===== config.mk =====
export PLATFORM = sky130hd
export DESIGN_NAME = counter_event_output_control
export DESIGN_NICKNAME = d
export VERILOG_FILES = /design/src/counter_ctrl_pkg.sv /design/src/counter_event_output_control.sv
export VERILOG_INCLUDE_DIRS = /design/src
export SDC_FILE = /design/constraint.sdc
export NUM_CORES = 1
export LEC_CHECK = 0
export CORE_UTILIZATION = 55
export CTS_CLUSTER_DIAMETER = 200
export CTS_CLUSTER_SIZE = 24
export DETAILED_ROUTE_END_ITERATION = 6
export DONT_BUFFER_PORTS = 1
export GPL_TIMING_DRIVEN = 0
export HOLD_SLACK_MARGIN = 0.08
export PLACE_DENSITY = 0.7
export SYNTH_ARGS = -nofsm -noshare
export SYNTH_HDL_FRONTEND = slang
export SYNTH_SLANG_ARGS = --single-unit

===== constraint.sdc =====
create_clock -name clk_sys -period 14 [get_ports clk_sys]
set_input_delay 1.4 -clock clk_sys [delete_from_list [all_inputs] [get_ports clk_sys]]
set_output_delay 1.4 -clock clk_sys [all_outputs]
set_load 0.05 [all_outputs]

===== src/counter_ctrl_defines.svh =====
`ifndef COUNTER_CTRL_DEFINES_SVH
`define COUNTER_CTRL_DEFINES_SVH

// ----------------------------------------------------------------------
// Register map
// ----------------------------------------------------------------------
`define OFS_CONTROL     12'h000
`define OFS_STATUS      12'h004
`define OFS_FAULT       12'h008
`define OFS_LOAD_VALUE  12'h00c
`define OFS_SNAPSHOT    12'h010
`define OFS_COUNT       12'h014
`define OFS_COMPARE     12'h018

// ----------------------------------------------------------------------
// Control register fields
// ----------------------------------------------------------------------
`define CTL_EVENT_ACK    0
`define CTL_FAULT_ACK    1
`define CTL_SW_GATE      2
`define CTL_SNAP_ARM     3
`define CTL_PRESET_ARM   4
`define CTL_PRESET_UP    5
`define CTL_PRESET_DOWN  6
`define CTL_LOAD_STROBE  7
`define CTL_APPLY_DIR    8
`define CTL_REQ_DIR_DOWN 9
`define CTL_SET_OUT0     10
`define CTL_SET_OUT1     11
`define CTL_OVR0         12
`define CTL_OVR1         13
`define CTL_MODE0_LSB    14
`define CTL_MODE1_LSB    16
`define CTL_SINGLE_PULSE 18
`define CTL_FAULT_NEWACK 19
`define CTL_VIRT_OUT0    20
`define CTL_OUT1_ROUTED  21
`define CTL_RESET        32'h0000_0000

// ----------------------------------------------------------------------
// Status register fields
// ----------------------------------------------------------------------
`define ST_CMP0     0
`define ST_CMP1     1
`define ST_ZERO     2
`define ST_HIGH     3
`define ST_LOW      4
`define ST_IN0      5
`define ST_IN1      6
`define ST_IN2      7
`define ST_FAULT    8
`define ST_SNAP_OK  9
`define ST_PRESET   10
`define ST_GATE     11
`define ST_DOWN     12
`define ST_OUT0     13
`define ST_OUT1     14
`define ST_VIRT0    15

`endif


===== src/counter_ctrl_pkg.sv =====
package counter_ctrl_pkg;

    typedef enum logic [1:0] {
        OUT_IDLE,
        OUT_PROGRAM,
        OUT_SET_UNTIL_CMP,
        OUT_COMPARE
    } out_mode_type;

    typedef struct packed {
        logic cmp0;
        logic cmp1;
        logic zero;
        logic high;
        logic low;
    } event_type;

    typedef struct packed {
        logic       valid;
        logic [15:0] code;
    } fault_type;

    typedef enum {
        FLT_CLEAR,
        FLT_REPORTED
    } fault_state_type;

endpackage


===== src/counter_event_output_control.sv =====
// Function
// Event acknowledge edge clears five sticky flags.
// Software holds acknowledge until flags clear.
// Three input levels readable as status.
// Set bits act only in enabled modes.
// Program mode or override follows set bit.
// Set-until-compare: rise sets, compare/fall clears.
// Virtual output toggles on edges, compare clears.
// Virtual output internal; output one needs routing.
// Error sets flag and shows fault code.
// Acknowledge clears flag only without pending error.
// No new error until previous acknowledged.
// Old version edge ack, new level ack.
// Program direction only for single pulse.
// Apply direction adopts requested up or down.
// Software gate edges; internal gate needs both.
// Arm captures next edge; fall cancels, clears.
// Snapshot value held until next capture.
// Preset flag cleared on arm fall; directions.
// Load strobe rise transfers value at once.
// Preset needs arm, direction enable, edge.
// Capture sets snapshot valid.
// Edges found against registered previous samples.
// Sticky flags hold until acknowledged, reset zero.
//
// The APB register port and the placing of the registers were left to the implementer.
`timescale 1ns/1ps
`default_nettype none
`include "counter_ctrl_defines.svh"

module counter_event_output_control #(
    parameter int CW = 32
) (
    input  wire logic          clk_sys,
    input  wire logic          rst,
    input  wire logic          psel,
    input  wire logic          penable,
    input  wire logic          pwrite,
    input  wire logic [11:0]   paddr,
    input  wire logic [31:0]   pwdata,
    output logic      [31:0]   prdata,
    output logic               pready,
    output logic               pslverr,
    input  wire logic [2:0]    din,
    input  wire logic          hw_gate,
    input  wire logic          enc_dir_down,
    input  wire logic          count_pulse,
    input  wire logic          capture_edge,
    input  wire logic          preset_edge,
    input  wire logic [CW-1:0] preset_value,
    input  wire logic          high_limit_hit,
    input  wire logic          low_limit_hit,
    input  wire logic          core_error,
    input  wire logic [15:0]   core_error_code,
    output logic               output_0,
    output logic               output_1,
    output logic               internal_gate,
    output logic               count_down
);

    // ------------------------------------------------------------------
    // Register bus
    // ------------------------------------------------------------------
    logic [31:0]   ctrl_ff;
    logic [CW-1:0] load_count_value_ff;
    logic [CW-1:0] compare_value_ff;
    logic [CW-1:0] count_ff;
    logic [CW-1:0] snapshot_value_ff;
    logic [31:0]   status;
    logic          wr_en;
    logic          rd_en;
    logic          addr_ok;

    assign wr_en   = psel && penable && pwrite;
    assign rd_en   = psel && penable && !pwrite;
    assign pready  = 1'b1;
    assign addr_ok = (paddr == `OFS_CONTROL) || (paddr == `OFS_STATUS) ||
                     (paddr == `OFS_FAULT) || (paddr == `OFS_LOAD_VALUE) ||
                     (paddr == `OFS_SNAPSHOT) || (paddr == `OFS_COUNT) ||
                     (paddr == `OFS_COMPARE);
    assign pslverr = psel && penable && !addr_ok;

    always_ff @(posedge clk_sys or posedge rst) begin
        if (rst) begin
            ctrl_ff             <= `CTL_RESET;
            load_count_value_ff <= '0;
            compare_value_ff    <= '0;
        end else if (wr_en) begin
            case (paddr)
                `OFS_CONTROL:    ctrl_ff <= pwdata;
                `OFS_LOAD_VALUE: load_count_value_ff <= pwdata[CW-1:0];
                `OFS_COMPARE:    compare_value_ff <= pwdata[CW-1:0];
                default: ;
            endcase
        end
    end

    // ------------------------------------------------------------------
    // Edge detection
    // ------------------------------------------------------------------
    // The previous sample of every control bit, so each edge is one pulse.
    logic [31:0] ctrl_prev_ff;
    logic [31:0] ctrl_rise;
    logic [31:0] ctrl_fall;

    always_ff @(posedge clk_sys or posedge rst) begin
        if (rst) begin
            ctrl_prev_ff <= `CTL_RESET;
        end else begin
            ctrl_prev_ff <= ctrl_ff;
        end
    end
    assign ctrl_rise = ctrl_ff & ~ctrl_prev_ff;
    assign ctrl_fall = ~ctrl_ff & ctrl_prev_ff;

    // ------------------------------------------------------------------
    // Gate and direction
    // ------------------------------------------------------------------
    logic sw_gate_ff;
    logic dir_prog_down_ff;

    always_ff @(posedge clk_sys or posedge rst) begin
        if (rst) begin
            sw_gate_ff <= 1'b0;
        end else if (ctrl_rise[`CTL_SW_GATE]) begin
            sw_gate_ff <= 1'b1;
        end else if (ctrl_fall[`CTL_SW_GATE]) begin
            sw_gate_ff <= 1'b0;
        end
    end
    assign internal_gate = sw_gate_ff && hw_gate;

    always_ff @(posedge clk_sys or posedge rst) begin
        if (rst) begin
            dir_prog_down_ff <= 1'b0;
        end else if (ctrl_ff[`CTL_APPLY_DIR] && ctrl_ff[`CTL_SINGLE_PULSE]) begin
            dir_prog_down_ff <= ctrl_ff[`CTL_REQ_DIR_DOWN];
        end
    end
    assign count_down = ctrl_ff[`CTL_SINGLE_PULSE] ? dir_prog_down_ff
                                                   : enc_dir_down;

    // ------------------------------------------------------------------
    // Counter, preset and snapshot
    // ------------------------------------------------------------------
    logic preset_ok;
    logic preset_occurred_ff;
    logic snap_pending_ff;
    logic snapshot_valid_ff;
    logic do_capture;

    assign preset_ok = ctrl_ff[`CTL_PRESET_ARM] && preset_edge &&
                       (count_down ? ctrl_ff[`CTL_PRESET_DOWN]
                                   : ctrl_ff[`CTL_PRESET_UP]);

    always_ff @(posedge clk_sys or posedge rst) begin
        if (rst) begin
            count_ff <= '0;
        end else if (ctrl_rise[`CTL_LOAD_STROBE]) begin
            count_ff <= load_count_value_ff;
        end else if (preset_ok) begin
            count_ff <= preset_value;
        end else if (count_pulse && internal_gate) begin
            count_ff <= count_down ? count_ff - 1'b1 : count_ff + 1'b1;
        end
    end

    // A preset in the clearing cycle wins so no synchronisation goes unseen.
    always_ff @(posedge clk_sys or posedge rst) begin
        if (rst) begin
            preset_occurred_ff <= 1'b0;
        end else if (preset_ok) begin
            preset_occurred_ff <= 1'b1;
        end else if (ctrl_fall[`CTL_PRESET_ARM] || ctrl_fall[`CTL_PRESET_UP] ||
                     ctrl_fall[`CTL_PRESET_DOWN]) begin
            preset_occurred_ff <= 1'b0;
        end
    end

    assign do_capture = snap_pending_ff && ctrl_ff[`CTL_SNAP_ARM] &&
                        capture_edge;

    always_ff @(posedge clk_sys or posedge rst) begin
        if (rst) begin
            snap_pending_ff <= 1'b0;
        end else if (ctrl_fall[`CTL_SNAP_ARM] || do_capture) begin
            snap_pending_ff <= 1'b0;
        end else if (ctrl_rise[`CTL_SNAP_ARM]) begin
            snap_pending_ff <= 1'b1;
        end
    end

    always_ff @(posedge clk_sys or posedge rst) begin
        if (rst) begin
            snapshot_valid_ff <= 1'b0;
        end else if (ctrl_fall[`CTL_SNAP_ARM]) begin
            snapshot_valid_ff <= 1'b0;
        end else if (do_capture) begin
            snapshot_valid_ff <= 1'b1;
        end
    end

    always_ff @(posedge clk_sys or posedge rst) begin
        if (rst) begin
            snapshot_value_ff <= '0;
        end else if (do_capture) begin
            snapshot_value_ff <= count_ff;
        end
    end

    // ------------------------------------------------------------------
    // Sticky events
    // ------------------------------------------------------------------
    counter_ctrl_pkg::event_type events_ff;
    counter_ctrl_pkg::event_type ev_set;
    logic [CW-1:0] prev_count_ff;
    logic          cmp_hit;

    always_ff @(posedge clk_sys or posedge rst) begin
        if (rst) begin
            prev_count_ff <= '0;
        end else begin
            prev_count_ff <= count_ff;
        end
    end
    assign cmp_hit = (count_ff == compare_value_ff) &&
                     (prev_count_ff != count_ff);
    assign ev_set.cmp0 = cmp_hit;
    assign ev_set.cmp1 = cmp_hit;
    assign ev_set.zero = (count_ff == '0) && (prev_count_ff != '0);
    assign ev_set.high = high_limit_hit;
    assign ev_set.low  = low_limit_hit;

    // An event in the acknowledge cycle survives so nothing is lost.
    always_ff @(posedge clk_sys or posedge rst) begin
        if (rst) begin
            events_ff <= '0;
        end else if (ctrl_rise[`CTL_EVENT_ACK]) begin
            events_ff <= ev_set;
        end else begin
            events_ff <= events_ff | ev_set;
        end
    end

    // ------------------------------------------------------------------
    // Digital outputs
    // ------------------------------------------------------------------
    counter_ctrl_pkg::out_mode_type mode0;
    counter_ctrl_pkg::out_mode_type mode1;
    logic [1:0] out_ff;
    logic [1:0] nxt_out;

    assign mode0 = counter_ctrl_pkg::out_mode_type'(
                       ctrl_ff[`CTL_MODE0_LSB +: 2]);
    assign mode1 = counter_ctrl_pkg::out_mode_type'(
                       ctrl_ff[`CTL_MODE1_LSB +: 2]);

    for (genvar i = 0; i < 2; i++) begin : g_out
        counter_ctrl_pkg::out_mode_type m;
        logic set_bit;
        logic set_rise;
        logic set_fall;
        logic ovr;
        logic virt;
        assign m        = (i == 0) ? mode0 : mode1;
        assign set_bit  = ctrl_ff[`CTL_SET_OUT0 + i];
        assign set_rise = ctrl_rise[`CTL_SET_OUT0 + i];
        assign set_fall = ctrl_fall[`CTL_SET_OUT0 + i];
        assign ovr      = ctrl_ff[`CTL_OVR0 + i];
        assign virt     = (i == 0) && ctrl_ff[`CTL_VIRT_OUT0];
        logic nxt_bit;
        always_comb begin
            nxt_bit = out_ff[i];
            if (ovr || m == counter_ctrl_pkg::OUT_PROGRAM) begin
                nxt_bit = set_bit;
            end else if (m == counter_ctrl_pkg::OUT_SET_UNTIL_CMP) begin
                if (cmp_hit) begin
                    nxt_bit = 1'b0;
                end else if (virt && (set_rise || set_fall)) begin
                    nxt_bit = ~out_ff[i];
                end else if (!virt && set_rise) begin
                    nxt_bit = 1'b1;
                end else if (!virt && set_fall) begin
                    nxt_bit = 1'b0;
                end
            end else if (m == counter_ctrl_pkg::OUT_COMPARE) begin
                nxt_bit = cmp_hit ? 1'b1 : out_ff[i];
            end else begin
                nxt_bit = 1'b0;
            end
        end
        assign nxt_out[i] = nxt_bit;
    end

    always_ff @(posedge clk_sys or posedge rst) begin
        if (rst) begin
            out_ff <= 2'b00;
        end else begin
            out_ff <= nxt_out;
        end
    end

    // Output zero has no pin in the virtual variant, where output one needs a route.
    assign output_0 = out_ff[0] && !ctrl_ff[`CTL_VIRT_OUT0];
    assign output_1 = out_ff[1] &&
                      (!ctrl_ff[`CTL_VIRT_OUT0] ||
                       ctrl_ff[`CTL_OUT1_ROUTED]);

    // ------------------------------------------------------------------
    // Error reporting
    // ------------------------------------------------------------------
    counter_ctrl_pkg::fault_state_type fstate_ff;
    counter_ctrl_pkg::fault_type       fault_ff;
    logic fault_ack;
    logic err_pending;

    assign fault_ack = ctrl_ff[`CTL_FAULT_NEWACK] ? ctrl_ff[`CTL_FAULT_ACK]
                                                  : ctrl_rise[`CTL_FAULT_ACK];
    assign err_pending = core_error || pslverr;

    always_ff @(posedge clk_sys or posedge rst) begin
        if (rst) begin
            fstate_ff <= counter_ctrl_pkg::FLT_CLEAR;
            fault_ff  <= '0;
        end else begin
            case (fstate_ff)
                counter_ctrl_pkg::FLT_CLEAR: begin
                    if (err_pending) begin
                        fstate_ff      <= counter_ctrl_pkg::FLT_REPORTED;
                        fault_ff.valid <= 1'b1;
                        fault_ff.code  <= pslverr ? 16'h0001
                                                     : core_error_code;
                    end
                end
                counter_ctrl_pkg::FLT_REPORTED: begin
                    if (fault_ack && !err_pending) begin
                        fstate_ff <= counter_ctrl_pkg::FLT_CLEAR;
                        fault_ff  <= '0;
                    end
                end
                default: fstate_ff <= counter_ctrl_pkg::FLT_CLEAR;
            endcase
        end
    end

    // ------------------------------------------------------------------
    // Read data
    // ------------------------------------------------------------------
    always_comb begin
        status = '0;
        status[`ST_CMP0]    = events_ff.cmp0;
        status[`ST_CMP1]    = events_ff.cmp1;
        status[`ST_ZERO]    = events_ff.zero;
        status[`ST_HIGH]    = events_ff.high;
        status[`ST_LOW]     = events_ff.low;
        status[`ST_IN0]     = din[0];
        status[`ST_IN1]     = din[1];
        status[`ST_IN2]     = din[2];
        status[`ST_FAULT]   = fault_ff.valid;
        status[`ST_SNAP_OK] = snapshot_valid_ff;
        status[`ST_PRESET]  = preset_occurred_ff;
        status[`ST_GATE]    = internal_gate;
        status[`ST_DOWN]    = count_down;
        status[`ST_OUT0]    = output_0;
        status[`ST_OUT1]    = output_1;
        status[`ST_VIRT0]   = out_ff[0];
    end

    always_comb begin
        prdata = '0;
        if (rd_en) begin
            case (paddr)
                `OFS_CONTROL:    prdata = ctrl_ff;
                `OFS_STATUS:     prdata = status;
                `OFS_FAULT:      prdata = {16'h0000, fault_ff.code};
                `OFS_LOAD_VALUE: prdata = 32'(load_count_value_ff);
                `OFS_SNAPSHOT:   prdata = 32'(snapshot_value_ff);
                `OFS_COUNT:      prdata = 32'(count_ff);
                `OFS_COMPARE:    prdata = 32'(compare_value_ff);
                default:         prdata = '0;
            endcase
        end
    end

    // ------------------------------------------------------------------
    // Checks
    // ------------------------------------------------------------------
    ack_clears_a: assert property (@(posedge clk_sys) disable iff (rst)
        ctrl_rise[`CTL_EVENT_ACK] && ev_set == '0 |=> events_ff == '0)
        else $error("event flags not cleared by acknowledge");
    sticky_hold_a: assert property (@(posedge clk_sys) disable iff (rst)
        events_ff.high && !ctrl_rise[`CTL_EVENT_ACK] |=> events_ff.high)
        else $error("sticky flag dropped");
    sw_gate_open_a: assert property (@(posedge clk_sys) disable iff (rst)
        ctrl_rise[`CTL_SW_GATE] |=> sw_gate_ff)
        else $error("software gate not opened by rising edge");
    override_follow_a: assert property (@(posedge clk_sys) disable iff (rst)
        ctrl_ff[`CTL_OVR0] |=> out_ff[0] == $past(ctrl_ff[`CTL_SET_OUT0]))
        else $error("override output not following set bit");
    capture_valid_a: assert property (@(posedge clk_sys) disable iff (rst)
        do_capture |=> snapshot_valid_ff && snapshot_value_ff == $past(count_ff))
        else $error("capture not recorded");
    snap_hold_a: assert property (@(posedge clk_sys) disable iff (rst)
        !do_capture |=> $stable(snapshot_value_ff))
        else $error("snapshot changed without capture");
    load_count_a: assert property (@(posedge clk_sys) disable iff (rst)
        ctrl_rise[`CTL_LOAD_STROBE] |=> count_ff == $past(load_count_value_ff))
        else $error("load value not transferred");
    fault_hold_a: assert property (@(posedge clk_sys) disable iff (rst)
        fault_ff.valid && !fault_ack |=> fault_ff.valid && $stable(fault_ff.code))
        else $error("fault changed before acknowledge");

endmodule
`default_nettype wire


==> impl_metrics.sql <==
INSERT INTO impl_metrics (metric_group, metric, value, unit) VALUES
('outcome', 'outcome', 'completed', ''),
('synth', 'synth.lib_cells_used.distinct', '74', ''),
('timing', 'grt_setup_unrepaired', 'false', ''),
('synth', 'ys_top_cells_by_count', '231 x dfrtp_1, 101 x mux2_2, 98 x a21oi_1', ''),
('timing', 'tns', '0', 'ns'),
('synth', 'synth-async-reset-ratio', '1.00', ''),
('timing', 'slew_headroom', '0.0680', ''),
('floorplan', 'area_of_the_die', '23900', 'sq um'),
('synth', 'synthDominantAreaCellType', 'dfrtp_1', ''),
('synth', 'synth_edf_count', '0', ''),
('power', 'max_vdd_drop', '60.1', 'uV'),
('timing', 'report.final.slew_viol_count', '0', ''),
('setup_path', 'path_class', 'input pin to output port', ''),
('power', 'powerDensity', '84.7', 'nW/um^2'),
('synth', 'ys_dominant_reg_cell', 'dfrtp_1', ''),
('global_routing', 'vias_in_the_first_global_route', '10100', ''),
('layout', 'final_layout_size_suffix_gt1_frac', '0.135', ''),
('routing', 'drtIter0Drc', '1280', ''),
('clock_network', 'htreeDepth', '1', ''),
('clock_network', 'postCtsSetupRepairBufs', '0', ''),
('synth', 'synth-warning-count', '0', ''),
('global_routing', 'grt_util_met1', '0.484', ''),
('synth', 'yosysSeqAreaShare', '0.452', ''),
('timing', 'setup_slack', '7.98', 'ns'),
('timing', 'finalHoldWorstSlack', '0.389', 'ns'),
('routing', 'dr_total_vias', '10200', ''),
('power', 'leakage', '6.03', 'nW'),
('timing', 'timing.clock.skew', '0.0145', 'ns'),
('place', 'place.port_buffers', '0', ''),
('setup_path', 'req_time_crit_path', '12.60', 'ns'),
('clock_network', 'post_cts_resized', '0', ''),
('global_routing', 'groute.usage.overall', '0.339', ''),
('clock_network', 'clock_tree.buffer_depth', '3', ''),
('clock_network', 'tritoncts', 'done', ''),
('clock_network', 'clk_root_buffer_cell', 'clkbuf_16', ''),
('floorplan', 'chipWidth', '154', 'microns'),
('routing', 'routed_wl', '40300', 'microns'),
('floorplan', 'start_util', '0.563', ''),
('min_path', 'hold_path_class', 'flop to flop', ''),
('setup_path', 'startpoint_type', 'input pin', ''),
('clock_network', 'clk_transition_reported_paths', '0.10', 'ns'),
('place', 'gp_routability_congestion', '0.947', ''),
('layout', 'postLayoutCellArea', '13600', 'sq um'),
('synth', 'synth_cells', '1209', ''),
('setup_path', 'end_kind', 'output port', ''),
('synth', 'syn_avg_cell_area', '10.6', 'sq um'),
('global_routing', 'antenna_found_initial', '1', ''),
('routing', 'wl_per_cell', '26.6', 'microns'),
('synth', 'synth_fp_nets', '1352', ''),
('floorplan', 'ioPinCount', '146', ''),
('floorplan', 'design.core.area', '22700', 'sq um'),
('routing', 'post_route_drc_violation_count', '0', ''),
('global_routing', 'overflow', '0', ''),
('job', 'max-cap-violations', '0', ''),
('clock_network', 'number_of_cts_inserted_buffers', '13', ''),
('synth', 'ys_seq_elements', '231', ''),
('synth', 'synth_top_area_frac', '0.452', ''),
('global_routing', 'globalRoute.busiestLayer', 'met2', ''),
('floorplan', 'die_height', '154', 'microns'),
('place', 'place_area', '13200', 'sq um'),
('layout', 'final_instance_count_excl_fillers', '1513', ''),
('timing', 'period_share', '0.430', ''),
('routing', 'post_drt_via_cell_ratio', '6.77', ''),
('timing', 'period_minus_slack', '6.02', 'ns'),
('synth', 'largest_cells_by_area_after_synthesis', 'dfrtp_1 45%, mux2_2 8.9%, a21oi_1 3.8%, ha_1 3.3%, xnor2_1 3.2%', ''),
('setup_path', 'timing.critical_path.arrival', '4.62', 'ns'),
('place', 'place.detailed.instances', '1498', ''),
('layout', 'syn2layout_area_growth', '6.02', '%'),
('synth', 'syn-cell-area', '12800', 'sq um'),
('place', 'detailedPlace.worstSlack', '8.07', 'ns'),
('global_routing', 'grt_pass1_wl', '61100', 'microns');
## cell usage in the layout, fill, tap and decap left out, types with 3 or more instances in the layout
master,synthesis,routed
dfrtp_1,231,231
mux2_2,101,101
a21oi_1,98,98
nand2_1,84,84
o21ai_0,58,58
xnor2_1,47,47
xor2_1,44,44
nor2_1,41,41
nand3_1,38,38
clkbuf_1,38,38
a22oi_1,37,37
ha_1,34,34
mux2_1,32,32
a222oi_1,28,28
nor4_1,27,27
buf_2,22,22
nand4_1,19,19
nor3_1,18,18
inv_1,17,16
a22o_1,16,16
a21o_1,16,16
mux2i_1,15,15
o211ai_1,14,14
a31oi_1,13,13
clkbuf_16,0,13
buf_1,8,9
and3_1,8,8
nor2b_1,8,8
nand2b_1,8,8
a211oi_1,8,8
or3_1,6,6
and2_1,5,5
o21a_1,5,5
buf_4,4,5
o22ai_1,4,4
o21bai_1,3,3
clkbuf_8,3,3
o31ai_1,3,3
a32oi_1,3,3
o21ai_1,3,3
## flip-flops by register name, summed over array words and instances, names as in the netlist, 5 cells and up
name	cells
load_count_value_ff	32
snapshot_value_ff	32
fault_ff	17
count_ff	32
ctrl_ff	32
prev_count_ff	32
events_ff	5
compare_value_ff	32
ctrl_prev_ff	10
## routing by layer
metal  routed length [microns]  vias up
met5                        10        -
met4                      1390        2
met3                      4090       81
met2                     17700      509
met1                     17000     5100
li1                          -     4547
## area by class of cell
class	count	area (sq um)
inverters	17	71.3
clock buffers	13	325
multi-input cells	883	6560
fillers	1920	9150
flip-flops and latches	231	5780
clock inverters	1	11.3
diodes	1	2.50
well taps	285	357
repair buffers	4	66.3
plain buffers	78	387
## worst max-delay path, stage by stage
cell and delay, ns:
nor4_2 0.34, nand3_2 0.28, nor4_4 0.68, clkbuf_1 0.65, a22oi_1 0.22, a31oi_1 1.05
## logic make-up (layout without fill, tap and decap cells)
kind of cell               Yosys count  count (layout)  share of synthesized area
DFF                                231             231                      0.452
muxes                              149             149                      0.131
and+or+nand+nor                    275             275                      0.109
AOI/OAI and AO/OA                  332             332                      0.176
other                                1               2                   0.000293
buffers and inverters               95             113                     0.0352
adders and majority gates           35              35                     0.0348
xor gates and xnor gates            91              91                     0.0623
## final timing paths
path,slack [ns],end,from,depth (start not counted)
max,7.98,prdata[15],paddr[7],6
min,0.39,prev_count_ff[31],count_ff[31],0
max reg2reg,9.89,count_ff[31],ctrl_ff[18],10
min reg2reg,0.39,prev_count_ff[31],count_ff[31],0
max in group asynchronous,12.13,snapshot_value_ff[28],rst,3
min in group asynchronous,0.63,fault_ff[10],rst,1
## power by group
group | switching [mW] | internal, mW | leakage (nW) | total [mW]
registers | 0.00711 | 0.672 | 3.09 | 0.680
clock network | 0.220 | 0.170 | 0.166 | 0.390
logic | 0.0508 | 0.0279 | 2.77 | 0.0787
Power figures use the tool's default switching activity.
